## src/sob_pkg.sv

```systemverilog
// Purpose: Shared constants, types and decoding for the static option byte loader
// Assumes: One clock; option bytes held in a small non-volatile store model
// Notes:   Decode function is shared by the reset defaults and the reset-time load
// Operation
// - Option bytes have no bus address; reachable only in programming mode
// - Erased option byte reads as all ones
// - Shipped content selects internal RC oscillator for in-circuit programming
// - Byte0 bit7 set: halt entry with active watchdog resets device
// - Byte0 bit6: 0 watchdog always on, 1 software enables it
// - Byte0 bits 4:3 choose detector threshold or detectors off
// - Byte0 bit0 low blocks program readout and flash writes
// - Erasing protected option bytes erases user memory first
// - Byte1 bit6 picks 4096 or 256 cycle reset phase, also halt exit
// - Byte1 bits 5:4 choose main clock source
// - Byte1 bit0 low enables clock doubler
package sob_pkg;

  // ---------------------------------------------------------------
  // Option byte field positions
  // ---------------------------------------------------------------
  localparam int OB0_HALT_RST = 7;
  localparam int OB0_WDG_TYPE = 6;
  localparam int OB0_DET_HI   = 4;
  localparam int OB0_DET_LO   = 3;
  localparam int OB0_RDP      = 0;
  localparam int OB1_RST_LEN  = 6;
  localparam int OB1_CLK_HI   = 5;
  localparam int OB1_CLK_LO   = 4;
  localparam int OB1_RNG_HI   = 3;
  localparam int OB1_RNG_LO   = 1;
  localparam int OB1_PLL_OFF  = 0;

  // ---------------------------------------------------------------
  // Store contents
  // ---------------------------------------------------------------
  localparam logic [7:0] OB_ERASED = 8'hFF;
  localparam logic [7:0] OB0_SHIP  = 8'hE7;
  localparam logic [7:0] OB1_SHIP  = 8'hEF;

  // ---------------------------------------------------------------
  // Reset phase lengths in processor cycles
  // ---------------------------------------------------------------
  localparam int         RST_CNT_W     = 13;
  localparam logic [12:0] RST_LONG_CYC  = 13'h1000;
  localparam logic [12:0] RST_SHORT_CYC = 13'h0100;

  // ---------------------------------------------------------------
  // Register map
  // ---------------------------------------------------------------
  localparam logic [7:0] CTRL_OFS    = 8'h00;
  localparam logic [7:0] STAT_OFS    = 8'h04;
  localparam int         CTRL_WDG_EN = 0;
  localparam int         STAT_WDG    = 12;
  localparam int         STAT_HOLD   = 13;
  localparam int         STAT_LOADED = 14;
  localparam int         CFG_W       = 12;

  typedef enum logic [1:0] {
    DET_HIGH = 2'b00,
    DET_MED  = 2'b01,
    DET_LOW  = 2'b10,
    DET_OFF  = 2'b11
  } sob_det_e;

  typedef enum logic [1:0] {
    CLK_RESONATOR = 2'b00,
    CLK_RSVD      = 2'b01,
    CLK_RC        = 2'b10,
    CLK_EXT       = 2'b11
  } sob_clk_e;

  typedef enum logic [1:0] {
    NV_IDLE       = 2'b00,
    NV_USER_ERASE = 2'b01,
    NV_OPT_ERASE  = 2'b10
  } sob_nv_e;

  typedef struct packed {
    logic       halt_entry_watchdog_reset;
    logic       watchdog_type_select;
    sob_det_e   voltage_detect_level;
    logic       readout_protect;
    logic       reset_phase_length;
    sob_clk_e   clock_source_type;
    logic [2:0] oscillator_range;
    logic       pll_en;
  } sob_cfg_s;

  function automatic sob_cfg_s sob_decode(input logic [7:0] b0, input logic [7:0] b1);
    sob_cfg_s c;
    c.halt_entry_watchdog_reset = b0[OB0_HALT_RST];
    c.watchdog_type_select      = b0[OB0_WDG_TYPE];
    c.voltage_detect_level      = sob_det_e'(b0[OB0_DET_HI:OB0_DET_LO]);
    // Protection active when the bit is cleared
    c.readout_protect           = ~b0[OB0_RDP];
    c.reset_phase_length        = b1[OB1_RST_LEN];
    c.clock_source_type         = sob_clk_e'(b1[OB1_CLK_HI:OB1_CLK_LO]);
    c.oscillator_range          = b1[OB1_RNG_HI:OB1_RNG_LO];
    c.pll_en                    = ~b1[OB1_PLL_OFF];
    return c;
  endfunction

endpackage

```

## src/sob_rst_phase.sv

```systemverilog
// Purpose: Reset phase counter holding the core for a selected number of cycles
// Assumes: i_start is a one-cycle pulse on i_clk
// Notes:   A new start restarts the count from the full length
module sob_rst_phase #(
  parameter logic [12:0] LONG_CYC  = sob_pkg::RST_LONG_CYC,
  parameter logic [12:0] SHORT_CYC = sob_pkg::RST_SHORT_CYC
) (
  // Clock and reset
  input  wire logic i_clk,
  input  wire logic i_rst_b,
  // Control
  input  wire logic i_start,
  input  wire logic i_short,
  // Status
  output logic      o_busy
);

  logic [12:0] cnt_r;
  logic [12:0] cnt_nxt;
  logic [12:0] len_sel;

  assign len_sel = i_short ? SHORT_CYC : LONG_CYC;
  assign cnt_nxt = i_start ? len_sel : ((cnt_r != 13'h0000) ? cnt_r - 13'h0001 : cnt_r);
  assign o_busy  = (cnt_r != 13'h0000);

  always_ff @(posedge i_clk or negedge i_rst_b) begin
    if (!i_rst_b) begin
      cnt_r <= 13'h0000;
    end else begin
      cnt_r <= cnt_nxt;
    end
  end

  // ---------------------------------------------------------------
  // Checks
  // ---------------------------------------------------------------
  logic [12:0] run_r;
  logic        short_r;
  always_ff @(posedge i_clk or negedge i_rst_b) begin
    if (!i_rst_b) begin
      run_r   <= 13'h0000;
      short_r <= 1'b0;
    end else begin
      run_r   <= i_start ? 13'h0000 : (o_busy ? run_r + 13'h0001 : run_r);
      short_r <= i_start ? i_short : short_r;
    end
  end
endmodule // sob_rst_phase

```

## src/sob_option_cfg.sv

```systemverilog
// Purpose: Static option byte store, reset-time loader, decoder and AHB-Lite status
// Assumes: Programming port strobes are synchronous to i_clk; i_prog_mode is a pin
// Notes:   Store survives i_rst_b; an erase clears it to all ones and i_por_b reloads the shipped content
module sob_option_cfg (
  // Clock and resets
  input  wire logic              i_clk,
  input  wire logic              i_rst_b,
  input  wire logic              i_por_b,
  // AHB-Lite slave
  input  wire logic              i_hsel,
  input  wire logic [31:0]       i_haddr,
  input  wire logic [1:0]        i_htrans,
  input  wire logic              i_hwrite,
  input  wire logic [2:0]        i_hsize,
  input  wire logic [31:0]       i_hwdata,
  input  wire logic              i_hready,
  output logic      [31:0]       o_hrdata,
  output logic                   o_hreadyout,
  output logic                   o_hresp,
  // Programming tool port
  input  wire logic              i_prog_mode,
  input  wire logic              i_prog_rd,
  input  wire logic              i_prog_wr,
  input  wire logic              i_prog_erase,
  input  wire logic              i_prog_sel,
  input  wire logic [7:0]        i_prog_wdata,
  output logic      [7:0]        o_prog_rdata,
  output logic                   o_prog_ack,
  output logic                   o_prog_busy,
  // User memory erase handshake
  output logic                   o_user_erase_req,
  input  wire logic              i_user_erase_done,
  // Core and system control
  input  wire logic              i_halt_entry,
  input  wire logic              i_halt_exit,
  output logic                   o_halt_reset,
  output logic                   o_core_rst_hold,
  output logic                   o_wdg_active,
  output logic                   o_flash_wr_block,
  output logic                   o_readout_block,
  output logic                   o_supply_detect_en,
  output sob_pkg::sob_cfg_s      o_cfg
);

  // ---------------------------------------------------------------
  // Programming mode pin synchroniser
  // ---------------------------------------------------------------
  logic mode_s1_r;
  logic mode_s2_r;
  logic mode_s3_r;
  logic mode_r;

  always_ff @(posedge i_clk or negedge i_rst_b) begin
    if (!i_rst_b) begin
      mode_s1_r <= 1'b0;
      mode_s2_r <= 1'b0;
      mode_s3_r <= 1'b0;
      mode_r    <= 1'b0;
    end else begin
      mode_s1_r <= i_prog_mode;
      mode_s2_r <= mode_s1_r;
      mode_s3_r <= mode_s2_r;
      mode_r    <= (mode_s2_r == mode_s3_r) ? mode_s3_r : mode_r;
    end
  end

  // ---------------------------------------------------------------
  // Non-volatile store and programming sequencer
  // ---------------------------------------------------------------
  logic [7:0]       nv_r [2];
  sob_pkg::sob_nv_e nv_st_r;
  sob_pkg::sob_nv_e nv_st_nxt;
  logic             touched_r;
  logic             ack_r;
  logic [7:0]       rdata_r;
  logic             req_r;

  wire nv_idle   = (nv_st_r == sob_pkg::NV_IDLE);
  wire prot_now  = ~nv_r[0][sob_pkg::OB0_RDP];
  wire prog_ok   = mode_r & nv_idle;
  wire do_rd     = prog_ok & i_prog_rd;
  // Writes are refused while protected; only an erase or i_por_b lifts protection
  wire do_wr     = prog_ok & i_prog_wr & ~i_prog_rd & ~prot_now;
  wire do_erase  = prog_ok & i_prog_erase & ~i_prog_rd & ~i_prog_wr;
  wire opt_clear = (nv_st_r == sob_pkg::NV_OPT_ERASE);

  // when protected, user memory erased before option bytes
  always_comb begin
    nv_st_nxt = nv_st_r;
    case (nv_st_r)
      sob_pkg::NV_IDLE: begin
        if (do_erase) begin
          nv_st_nxt = prot_now ? sob_pkg::NV_USER_ERASE : sob_pkg::NV_OPT_ERASE;
        end
      end
      sob_pkg::NV_USER_ERASE: begin
        if (i_user_erase_done) begin
          nv_st_nxt = sob_pkg::NV_OPT_ERASE;
        end
      end
      sob_pkg::NV_OPT_ERASE: begin
        nv_st_nxt = sob_pkg::NV_IDLE;
      end
      default: begin
        nv_st_nxt = sob_pkg::NV_IDLE;
      end
    endcase
  end

  genvar gi;
  generate
    for (gi = 0; gi < 2; gi++) begin : g_nv
      always_ff @(posedge i_clk or negedge i_por_b) begin
        if (!i_por_b) begin
          nv_r[gi] <= (gi == 0) ? sob_pkg::OB0_SHIP : sob_pkg::OB1_SHIP;
        end else if (opt_clear) begin
          nv_r[gi] <= sob_pkg::OB_ERASED;
        end else if (do_wr && (i_prog_sel == 1'(gi))) begin
          nv_r[gi] <= i_prog_wdata;
        end
      end
    end
  endgenerate

  always_ff @(posedge i_clk or negedge i_por_b) begin
    if (!i_por_b) begin
      touched_r <= 1'b0;
    end else begin
      touched_r <= touched_r | do_wr | opt_clear;
    end
  end

  always_ff @(posedge i_clk or negedge i_rst_b) begin
    if (!i_rst_b) begin
      nv_st_r <= sob_pkg::NV_IDLE;
      ack_r   <= 1'b0;
      rdata_r <= 8'h00;
      req_r   <= 1'b0;
    end else begin
      nv_st_r <= nv_st_nxt;
      ack_r   <= do_rd | do_wr | opt_clear;
      rdata_r <= do_rd ? nv_r[i_prog_sel] : rdata_r;
      req_r   <= (nv_st_nxt == sob_pkg::NV_USER_ERASE);
    end
  end

  assign o_prog_rdata     = rdata_r;
  assign o_prog_ack       = ack_r;
  assign o_prog_busy      = ~nv_idle;
  assign o_user_erase_req = req_r;

  // ---------------------------------------------------------------
  // Reset-time load of the decoded settings
  // ---------------------------------------------------------------
  localparam sob_pkg::sob_cfg_s CFG_RST = sob_pkg::sob_decode(sob_pkg::OB0_SHIP,
                                                              sob_pkg::OB1_SHIP);
  sob_pkg::sob_cfg_s cfg_r;
  logic              loaded_r;

  always_ff @(posedge i_clk or negedge i_rst_b) begin
    if (!i_rst_b) begin
      cfg_r    <= CFG_RST;
      loaded_r <= 1'b0;
    end else if (!loaded_r) begin
      cfg_r    <= sob_pkg::sob_decode(nv_r[0], nv_r[1]);
      loaded_r <= 1'b1;
    end
  end

  assign o_cfg = cfg_r;

  // ---------------------------------------------------------------
  // Decoded controls
  // ---------------------------------------------------------------
  logic ctrl_wdg_r;
  logic halt_rst_r;

  assign o_wdg_active     = loaded_r & (~cfg_r.watchdog_type_select | ctrl_wdg_r);
  assign o_supply_detect_en = loaded_r & (cfg_r.voltage_detect_level != sob_pkg::DET_OFF);
  assign o_flash_wr_block = cfg_r.readout_protect;
  assign o_readout_block  = cfg_r.readout_protect;

  wire halt_rst_nxt = i_halt_entry & o_wdg_active & cfg_r.halt_entry_watchdog_reset;

  always_ff @(posedge i_clk or negedge i_rst_b) begin
    if (!i_rst_b) begin
      halt_rst_r <= 1'b0;
    end else begin
      halt_rst_r <= halt_rst_nxt;
    end
  end

  assign o_halt_reset = halt_rst_r;

  // reset phase after load and on halt exit
  wire phase_start = (~loaded_r) | i_halt_exit;
  wire phase_busy;

  sob_rst_phase u_phase (
    .i_clk   (i_clk),
    .i_rst_b (i_rst_b),
    .i_start (phase_start),
    .i_short (loaded_r ? cfg_r.reset_phase_length : nv_r[1][sob_pkg::OB1_RST_LEN]),
    .o_busy  (phase_busy)
  );

  assign o_core_rst_hold = ~loaded_r | phase_busy;

  // ---------------------------------------------------------------
  // AHB-Lite slave, zero wait states
  // ---------------------------------------------------------------
  logic        dp_wr_r;
  logic [7:0]  dp_addr_r;
  logic [31:0] hrdata_r;

  wire        ap_take  = i_hsel & i_hready & i_htrans[1];
  wire        ap_read  = ap_take & ~i_hwrite;
  wire [7:0]  ap_addr  = i_haddr[7:0];
  wire        wr_ctrl  = dp_wr_r & (dp_addr_r == sob_pkg::CTRL_OFS);
  // Forward a pending control write to a read that follows back to back
  wire        ctrl_val = wr_ctrl ? i_hwdata[sob_pkg::CTRL_WDG_EN] : ctrl_wdg_r;
  wire [31:0] stat_val = {17'h00000, loaded_r, o_core_rst_hold, o_wdg_active, cfg_r};
  wire [31:0] ctrl_rd  = {31'h00000000, ctrl_val};
  wire [31:0] rd_mux   = (ap_addr == sob_pkg::CTRL_OFS) ? ctrl_rd :
                         (ap_addr == sob_pkg::STAT_OFS) ? stat_val : 32'h00000000;
  wire        map_hit  = (i_haddr[31:8] == 24'h000000);

  always_ff @(posedge i_clk or negedge i_rst_b) begin
    if (!i_rst_b) begin
      dp_wr_r    <= 1'b0;
      dp_addr_r  <= 8'h00;
      hrdata_r   <= 32'h00000000;
      ctrl_wdg_r <= 1'b0;
    end else begin
      dp_wr_r    <= ap_take & i_hwrite & map_hit;
      dp_addr_r  <= ap_take ? ap_addr : dp_addr_r;
      hrdata_r   <= ap_read ? (map_hit ? rd_mux : 32'h00000000) : hrdata_r;
      ctrl_wdg_r <= ctrl_val;
    end
  end

  assign o_hrdata    = hrdata_r;
  assign o_hreadyout = 1'b1;
  assign o_hresp     = 1'b0;
endmodule // sob_option_cfg

```

## config.mk

```make
export PLATFORM = sky130hd
export DESIGN_NAME = sob_option_cfg
export DESIGN_NICKNAME = d
export VERILOG_FILES = /design/src/sob_pkg.sv /design/src/sob_rst_phase.sv /design/src/sob_option_cfg.sv
export SDC_FILE = /design/constraint.sdc
export NUM_CORES = 1
export LEC_CHECK = 0
export BUFFER_PORTS_ARGS = -buffer_cell sky130_fd_sc_hd__buf_2
export CAP_MARGIN = 10
export CORE_ASPECT_RATIO = 1.75
export CORE_MARGIN = 2
export CORE_UTILIZATION = 52
export DETAILED_ROUTE_END_ITERATION = 10
export GPL_TIMING_DRIVEN = 0
export PLACE_DENSITY = 0.92
export SYNTH_ARGS = -nofsm -noshare
export SYNTH_HDL_FRONTEND = slang
export SYNTH_SLANG_ARGS = --single-unit
export TNS_END_PERCENT = 50
```

## constraint.sdc

```tcl
create_clock -name i_clk -period 4.9 [get_ports i_clk]
set_clock_uncertainty 0.1 [all_clocks]
set_input_delay 0.245 -clock i_clk [delete_from_list [all_inputs] [get_ports i_clk]]
set_output_delay 0.245 -clock i_clk [all_outputs]
set_load 0.05 [all_outputs]
```

==> flow_summary.json, run 1 <==
{
  "crit_arrival_ns": 2.06,
  "routed_wl_um": 9173,
  "die_h_um": 118.1,
  "syn_area_sq_um": 3865,
  "regArea_sq_um": 2127,
  "crit_required_ns": 4.55,
  "start_util_pct": 53.43,
  "min_period_ns": 2.409,
  "routed-via-count": 3158,
  "die-area_sq_um": 8166,
  "cts_tree": "yes",
  "grt_pass1_wl_um": 14790,
  "synthFlopType": "dfrtp_1",
  "min_path_type": "in2reg",
  "ant_nets": 0,
  "end_kind": "primary output",
  "ctsLongestPathBuffers": 2,
  "placed_cell_area_sq_um": 4538,
  "drt_iter0_drc": 116,
  "synth-seq-cells": 84,
  "ctsHtreeMaxLevel": 3,
  "drt_first_pass_iters": 4,
  "clockRootBuffer": "clkbuf_16",
  "timing.hold.ws_ns": 0.04997,
  "rows": 41,
  "fin_ws_ns": 2.492,
  "fp.coreArea_sq_um": 7233,
  "overflow": 0,
  "start_kind": "register",
  "setup_viol": 0,
  "finalHoldViolCount": 0,
  "postSynth.asyncResetShare_pct": 100.0,
  "crit_type": "reg2out",
  "place_ws_ns": 2.660,
  "grtUsageMet3_pct": 5.908,
  "nNetsFinal": 586,
  "tightest_slew_ns": 0.8586,
  "fmax_mhz": 415.2,
  "maxCapViolations": 0,
  "instances_no_fill": 584,
  "cp_top_family": "buffers and inverters",
  "diodes": 0,
  "dieWidth_um": 69.17,
  "path_max_fanout": 10,
  "status": "complete, no violations",
  "grt_max_degree": 69,
  "layout_common_cells": "buf_2 (100), dfrtp_1 (64), nand2_1 (52)",
  "synth_seq_area_share_pct": 55.03,
  "cpMostUsedCell": "clkbuf_1",
  "maxSlewHeadroom_pct": 42.76,
  "antenna_found_initial": 0,
  "dp_cells": 565,
  "critPathMaxStageDelay_ns": 0.51,
  "grt_usage_pct": 22.88,
  "top_usage_layer": "met2",
  "cp_cell_sequence": "clkbuf_1 -> clkbuf_1 -> a21boi_0 -> buf_2",
  "num_io_pins": 154,
  "syn2layout_area_growth_pct": 25.25,
  "power.density_nw_per_um2": 559.9,
  "p_total_mw": 2.710,
  "multi_input_area_sq_um": 1551,
  "syn-instance-count": 362,
  "p_leak_nw": 2.390,
  "cp_slowest_cell": "clkbuf_1",
  "yosysWarnings": 0,
  "postCtsHoldBufs": 3,
  "vias_per_cell": 5.408,
  "crit_buf_inv": 3,
  "gp_congestion": 0.8397,
  "clock_sinks": 84,
  "final_common_cell": "buf_2",
  "met1_usage_pct": 23.56,
  "first_global_vias": 3175,
  "fin_area_sq_um": 4841,
  "clk_pin_slew_ns": 0.06,
  "cts_resized": 0,
  "fillers": 570,
  "period_share_pct": 49.15,
  "final_core_util_pct": 66.93,
  "cts_buffers": 9,
  "ir_drop_uv": 484.6,
  "post-cts-setup-buffers": 0,
  "grt_setup_unrepaired": "false",
  "final_max_slew_viol_count": 0,
  "post-dp-hpwl_um": 6940,
  "avgSynthCellArea_sq_um": 10.68,
  "layout-drive-gt1-share_pct": 35.34,
  "numPortBuffers": 99,
  "drc_errors": 0,
  "yosysUniqueCellTypes": 45,
  "grtUsageMet2_pct": 41.95,
  "clkLatencyLatePin_ns": 0.34,
  "synth_edf_count": 0,
  "wire_per_inst_um": 15.71,
  "tns_ns": 0
}
cells in the mapped netlist (2+ instances only):
master / number / area share [%]
a211oi_1: 2 / 0.39
a21boi_0: 2 / 0.39
a21oi_1: 19 / 2.5
and3_1: 2 / 0.32
and4_1: 2 / 0.45
and4b_1: 2 / 0.52
buf_1: 2 / 0.19
buf_2: 2 / 0.26
buf_4: 21 / 4.1
clkbuf_1: 10 / 0.97
conb_1: 2 / 0.19
dfrtp_1: 64 / 41
dfstp_2: 20 / 14
ha_1: 2 / 0.65
inv_1: 11 / 1.1
mux2_2: 17 / 5.0
mux2i_1: 25 / 6.5
nand2_1: 52 / 5.1
nand2b_1: 4 / 0.65
nand3_1: 5 / 0.65
nand4_1: 4 / 0.65
nand4b_1: 2 / 0.45
nor2_1: 18 / 1.7
nor2b_1: 3 / 0.49
nor3_1: 9 / 1.2
nor4_1: 9 / 1.5
nor4b_1: 2 / 0.45
o21ai_0: 14 / 1.8
o21ai_1: 4 / 0.52
o31ai_1: 7 / 1.4
or3_1: 7 / 1.1
or4_1: 4 / 0.78
path summary, 6_finish.rpt:
kind / from / to / slack, ns / depth (start not counted)
setup / recovery: loaded_r / o_supply_detect_en / 2.49 / 4
hold / removal: i_prog_wdata[4] / nv_r[4] / 0.05 / 3
setup reg to reg: u_phase.cnt_r[0] / u_phase.cnt_r[6] / 2.58 / 6
hold reg to reg: mode_s1_r / mode_s2_r / 0.26 / 0
max in group asynchronous: i_rst_b / o_cfg[8] / 3.66 / 2
min in group asynchronous: i_por_b / nv_r[11] / 0.28 / 2
sequential cells by signal, summed over array words and instances (netlist names):
register	flops
ctrl_wdg_r	1
dp_addr_r	8
dp_wr_r	1
loaded_r	1
mode_r	1
mode_s1_r	1
mode_s2_r	1
mode_s3_r	1
nv_r	16
nv_st_r	2
o_cfg	11
o_flash_wr_block	1
o_halt_reset	1
o_hrdata	15
o_prog_ack	1
o_prog_rdata	8
o_user_erase_req	1
u_phase.cnt_r	13
per-layer routing:
layer / share of wire [%] / vias to the layer above
met2: 54 / 117
met4: 3.4 / 0
met1: 37 / 1521
met5: 0 / -
met3: 5.3 / 25
li1: - / 1495
cells by family (layout without fill, tap and decap cells):
| logic type | count (synthesis) | in the layout | share of synthesized area [%] |
|---|---|---|---|
| and+or+nand+nor | 131 | 131 | 17.58 |
| DFF | 84 | 84 | 55.03 |
| AOI/OAI and AO/OA | 52 | 52 | 7.834 |
| buffers and inverters | 46 | 164 | 6.572 |
| muxes | 42 | 42 | 11.43 |
| adders and majority gates | 3 | 3 | 0.9063 |
| other | 2 | 20 | 0.1943 |
| xor gates and xnor gates | 2 | 2 | 0.4533 |
where the power goes:
group          leakage (nW)  switching [mW]  internal [mW]
sequential             1.01           0.157          0.940
clock                 0.134           0.252          0.369
combinational          1.25           0.691          0.301
total                  2.39            1.10           1.61
layout make-up:
class | instances | area share [%]
Multi-Input combinational cell | 250 | 32.05
Clock buffer | 14 | 5.454
Clock inverter | 2 | 0.1809
Sequential cell | 84 | 43.94
Inverter | 11 | 0.8529
Timing Repair Buffer | 102 | 10.91
Buffer | 35 | 4.394
Tap cell | 86 | 2.223
tightest hold or removal path: stages:
cell and delay (ns):
buf_2 0.09, mux2i_1 0.06, nand2_1 0.06
No activity file was read; power rests on OpenSTA's default activity.
==> run 2: changes to the inputs <==
CORE_UTILIZATION = 49   (was 52)
PLACE_DENSITY = 0.88   (was 0.92)
clock period = 2.5 ns   (was 4.9 ns; I/O delays follow)
==> run 2 against run 1 <==
Cell area grew 5.3%. Core utilization barely moved. Total power is 100% higher. Count of clock-buffer cells in the layout fell by 3. Critical path depth rose by 2.
==> flow_summary.json, run 2 (same netlist as run 1, synthesis figures left out) <==
{
  "critPathMaxStageDelay_ns": 0.58,
  "nNetsFinal": 607,
  "fp.coreArea_sq_um": 7620,
  "num_io_pins": 154,
  "ir_drop_uv": 696.8,
  "die-area_sq_um": 8642,
  "min_period_ns": 2.320,
  "maxSlewHeadroom_pct": 42.63,
  "post-dp-hpwl_um": 6626,
  "clkLatencyLatePin_ns": 0.33,
  "routed-via-count": 3226,
  "numPortBuffers": 99,
  "power_frac_comb_pct": 35.6,
  "ctsLongestPathBuffers": 2,
  "antenna_found_initial": 0,
  "drt_iter0_drc": 300,
  "cts_buffers": 9,
  "power.density_nw_per_um2": 1072,
  "postCtsHoldBufs": 24,
  "tns_ns": 0,
  "largest-register": "nv_r",
  "post-cts-setup-buffers": 0,
  "p_leak_nw": 2.496,
  "ant_nets": 0,
  "clockRootBuffer": "clkbuf_16",
  "rows": 42,
  "crit_arrival_ns": 2.42,
  "gp_congestion": 0.8965,
  "final_max_slew_viol_count": 0,
  "die_h_um": 121.5,
  "p_clk_share_pct": 25.0,
  "tightest_slew_ns": 0.8606,
  "ctsHtreeMaxLevel": 3,
  "maxCapViolations": 0,
  "largest_reg_flops": 16,
  "overflow": 0,
  "grt_max_degree": 69,
  "clock_sinks": 84,
  "vias_per_cell": 5.306,
  "fmax_mhz": 431.0,
  "switching_share_pct": 39.84,
  "end_kind": "register",
  "layout-drive-gt1-share_pct": 34.49,
  "cts_tree": "yes",
  "final_common_cell": "buf_2",
  "grt_setup_unrepaired": "false",
  "crit_type": "reg2reg",
  "status": "complete, no violations",
  "path_max_fanout": 5,
  "clk_pin_slew_ns": 0.06,
  "power_switching_mw": 2.177,
  "routed_wl_um": 9178,
  "crit_buf_inv": 1,
  "cts_resized": 0,
  "seqPwrFrac_pct": 39.4,
  "dieWidth_um": 71.14,
  "first_global_vias": 3278,
  "setup_viol": 0,
  "cp_cell_sequence": "inv_1 -> ha_1 -> or4b_1 -> o31ai_1 -> or3_1 -> a21oi_1",
  "start_kind": "register",
  "grt_usage_pct": 22.40,
  "layout_common_cells": "buf_2 (100), dfrtp_1 (64), nand2_1 (52)",
  "cp_slowest_cell": "o31ai_1",
  "min_path_type": "in2reg",
  "p_total_mw": 5.465,
  "finalHoldViolCount": 0,
  "period_share_pct": 92.80,
  "grt_pass1_wl_um": 15240,
  "syn2layout_area_growth_pct": 31.86,
  "p_int_mw": 3.287,
  "drt_first_pass_iters": 4,
  "crit_required_ns": 2.60,
  "drc_errors": 0,
  "start_util_pct": 50.72,
  "wire_per_inst_um": 15.10,
  "cp_top_family": "simple AND/OR/NAND/NOR gates"
}
==> run 2: changes by cell type in the layout (fill, tap and decap cells not counted), sizes merged <==
cell,delta
clkinvlp,+2
dlygate4sd3,+21
diode,+1
inv,+1
clkinv,-1
clkbuf,-3
bufinv,+1
==> run 2: metal layers <==
layer | vias up | wire length (um) | GRT usage (%)
met5 | - | 0 | 0
met4 | 0 | 278 | 10.85
met3 | 28 | 468 | 5.066
met2 | 113 | 4830 | 38.49
met1 | 1551 | 3601 | 26.02
li1 | 1534 | - | -
==> run 2: layout make-up <==
type,count,area (sq um)
Buffer,35,212.7
Tap cell,88,110.1
Fill cell,574,2524
Timing Repair Buffer,123,738.2
Inverter,11,41.29
Multi-Input combinational cell,250,1551
Sequential cell,84,2127
Clock inverter,5,58.81
Clock buffer,11,254.0
Antenna cell,1,2.502
==> run 2: path summary, 6_finish.rpt <==
| kind | start | endpoint | slack, ns | cells past startpoint |
|---|---|---|---|---|
| hold / removal | i_prog_wr | o_prog_ack | 0.02 | 3 |
| setup reg to reg | u_phase.cnt_r[0] | u_phase.cnt_r[6] | 0.18 | 6 |
| hold reg to reg | mode_s1_r | mode_s2_r | 0.26 | 0 |
| min in group asynchronous | i_por_b | nv_r[11] | 0.16 | 2 |
| setup / recovery | u_phase.cnt_r[0] | u_phase.cnt_r[6] | 0.18 | 6 |
| max in group asynchronous | i_rst_b | o_user_erase_req | 1.39 | 2 |
==> run 2: power by group through the flow <==
| stage | Combinational, mW | Clock, mW | Sequential [mW] |
|---|---|---|---|
| final | 1.95 | 1.36 | 2.15 |
| after global placement | 1.86 | 0 | 2.14 |
| after floorplan | 0.883 | 0 | 2.68 |
| after global routing | 2.09 | 1.44 | 2.21 |
| after CTS | 1.95 | 1.38 | 2.15 |
| after detailed placement | 1.91 | 0 | 2.17 |
==> run 2: worst reg2reg max path: stages, from the launching register on <==
cell and delay [ns]:
dfrtp_1 0.37, inv_1 0.11, ha_1 0.23, or4b_1 0.52
o31ai_1 0.58, or3_1 0.20, a21oi_1 0.07
==> run 2: through the flow <==
step           setup WS (ns)  cell area, sq um  utilization (%)  hold slack [ns]  instances
6_report              0.1800              5096            66.88          0.02260        608
3_5_place_dp          0.2584              4541            59.59         -0.05077        567
5_1_grt             0.006286              5094            66.85          0.05220        607
4_1_cts               0.1910              5094            66.85          0.02058        607
2_1_floorplan         0.1324              3933                -          -0.2706        380
3_3_place_gp          0.2970              4538            59.56         -0.05475        567
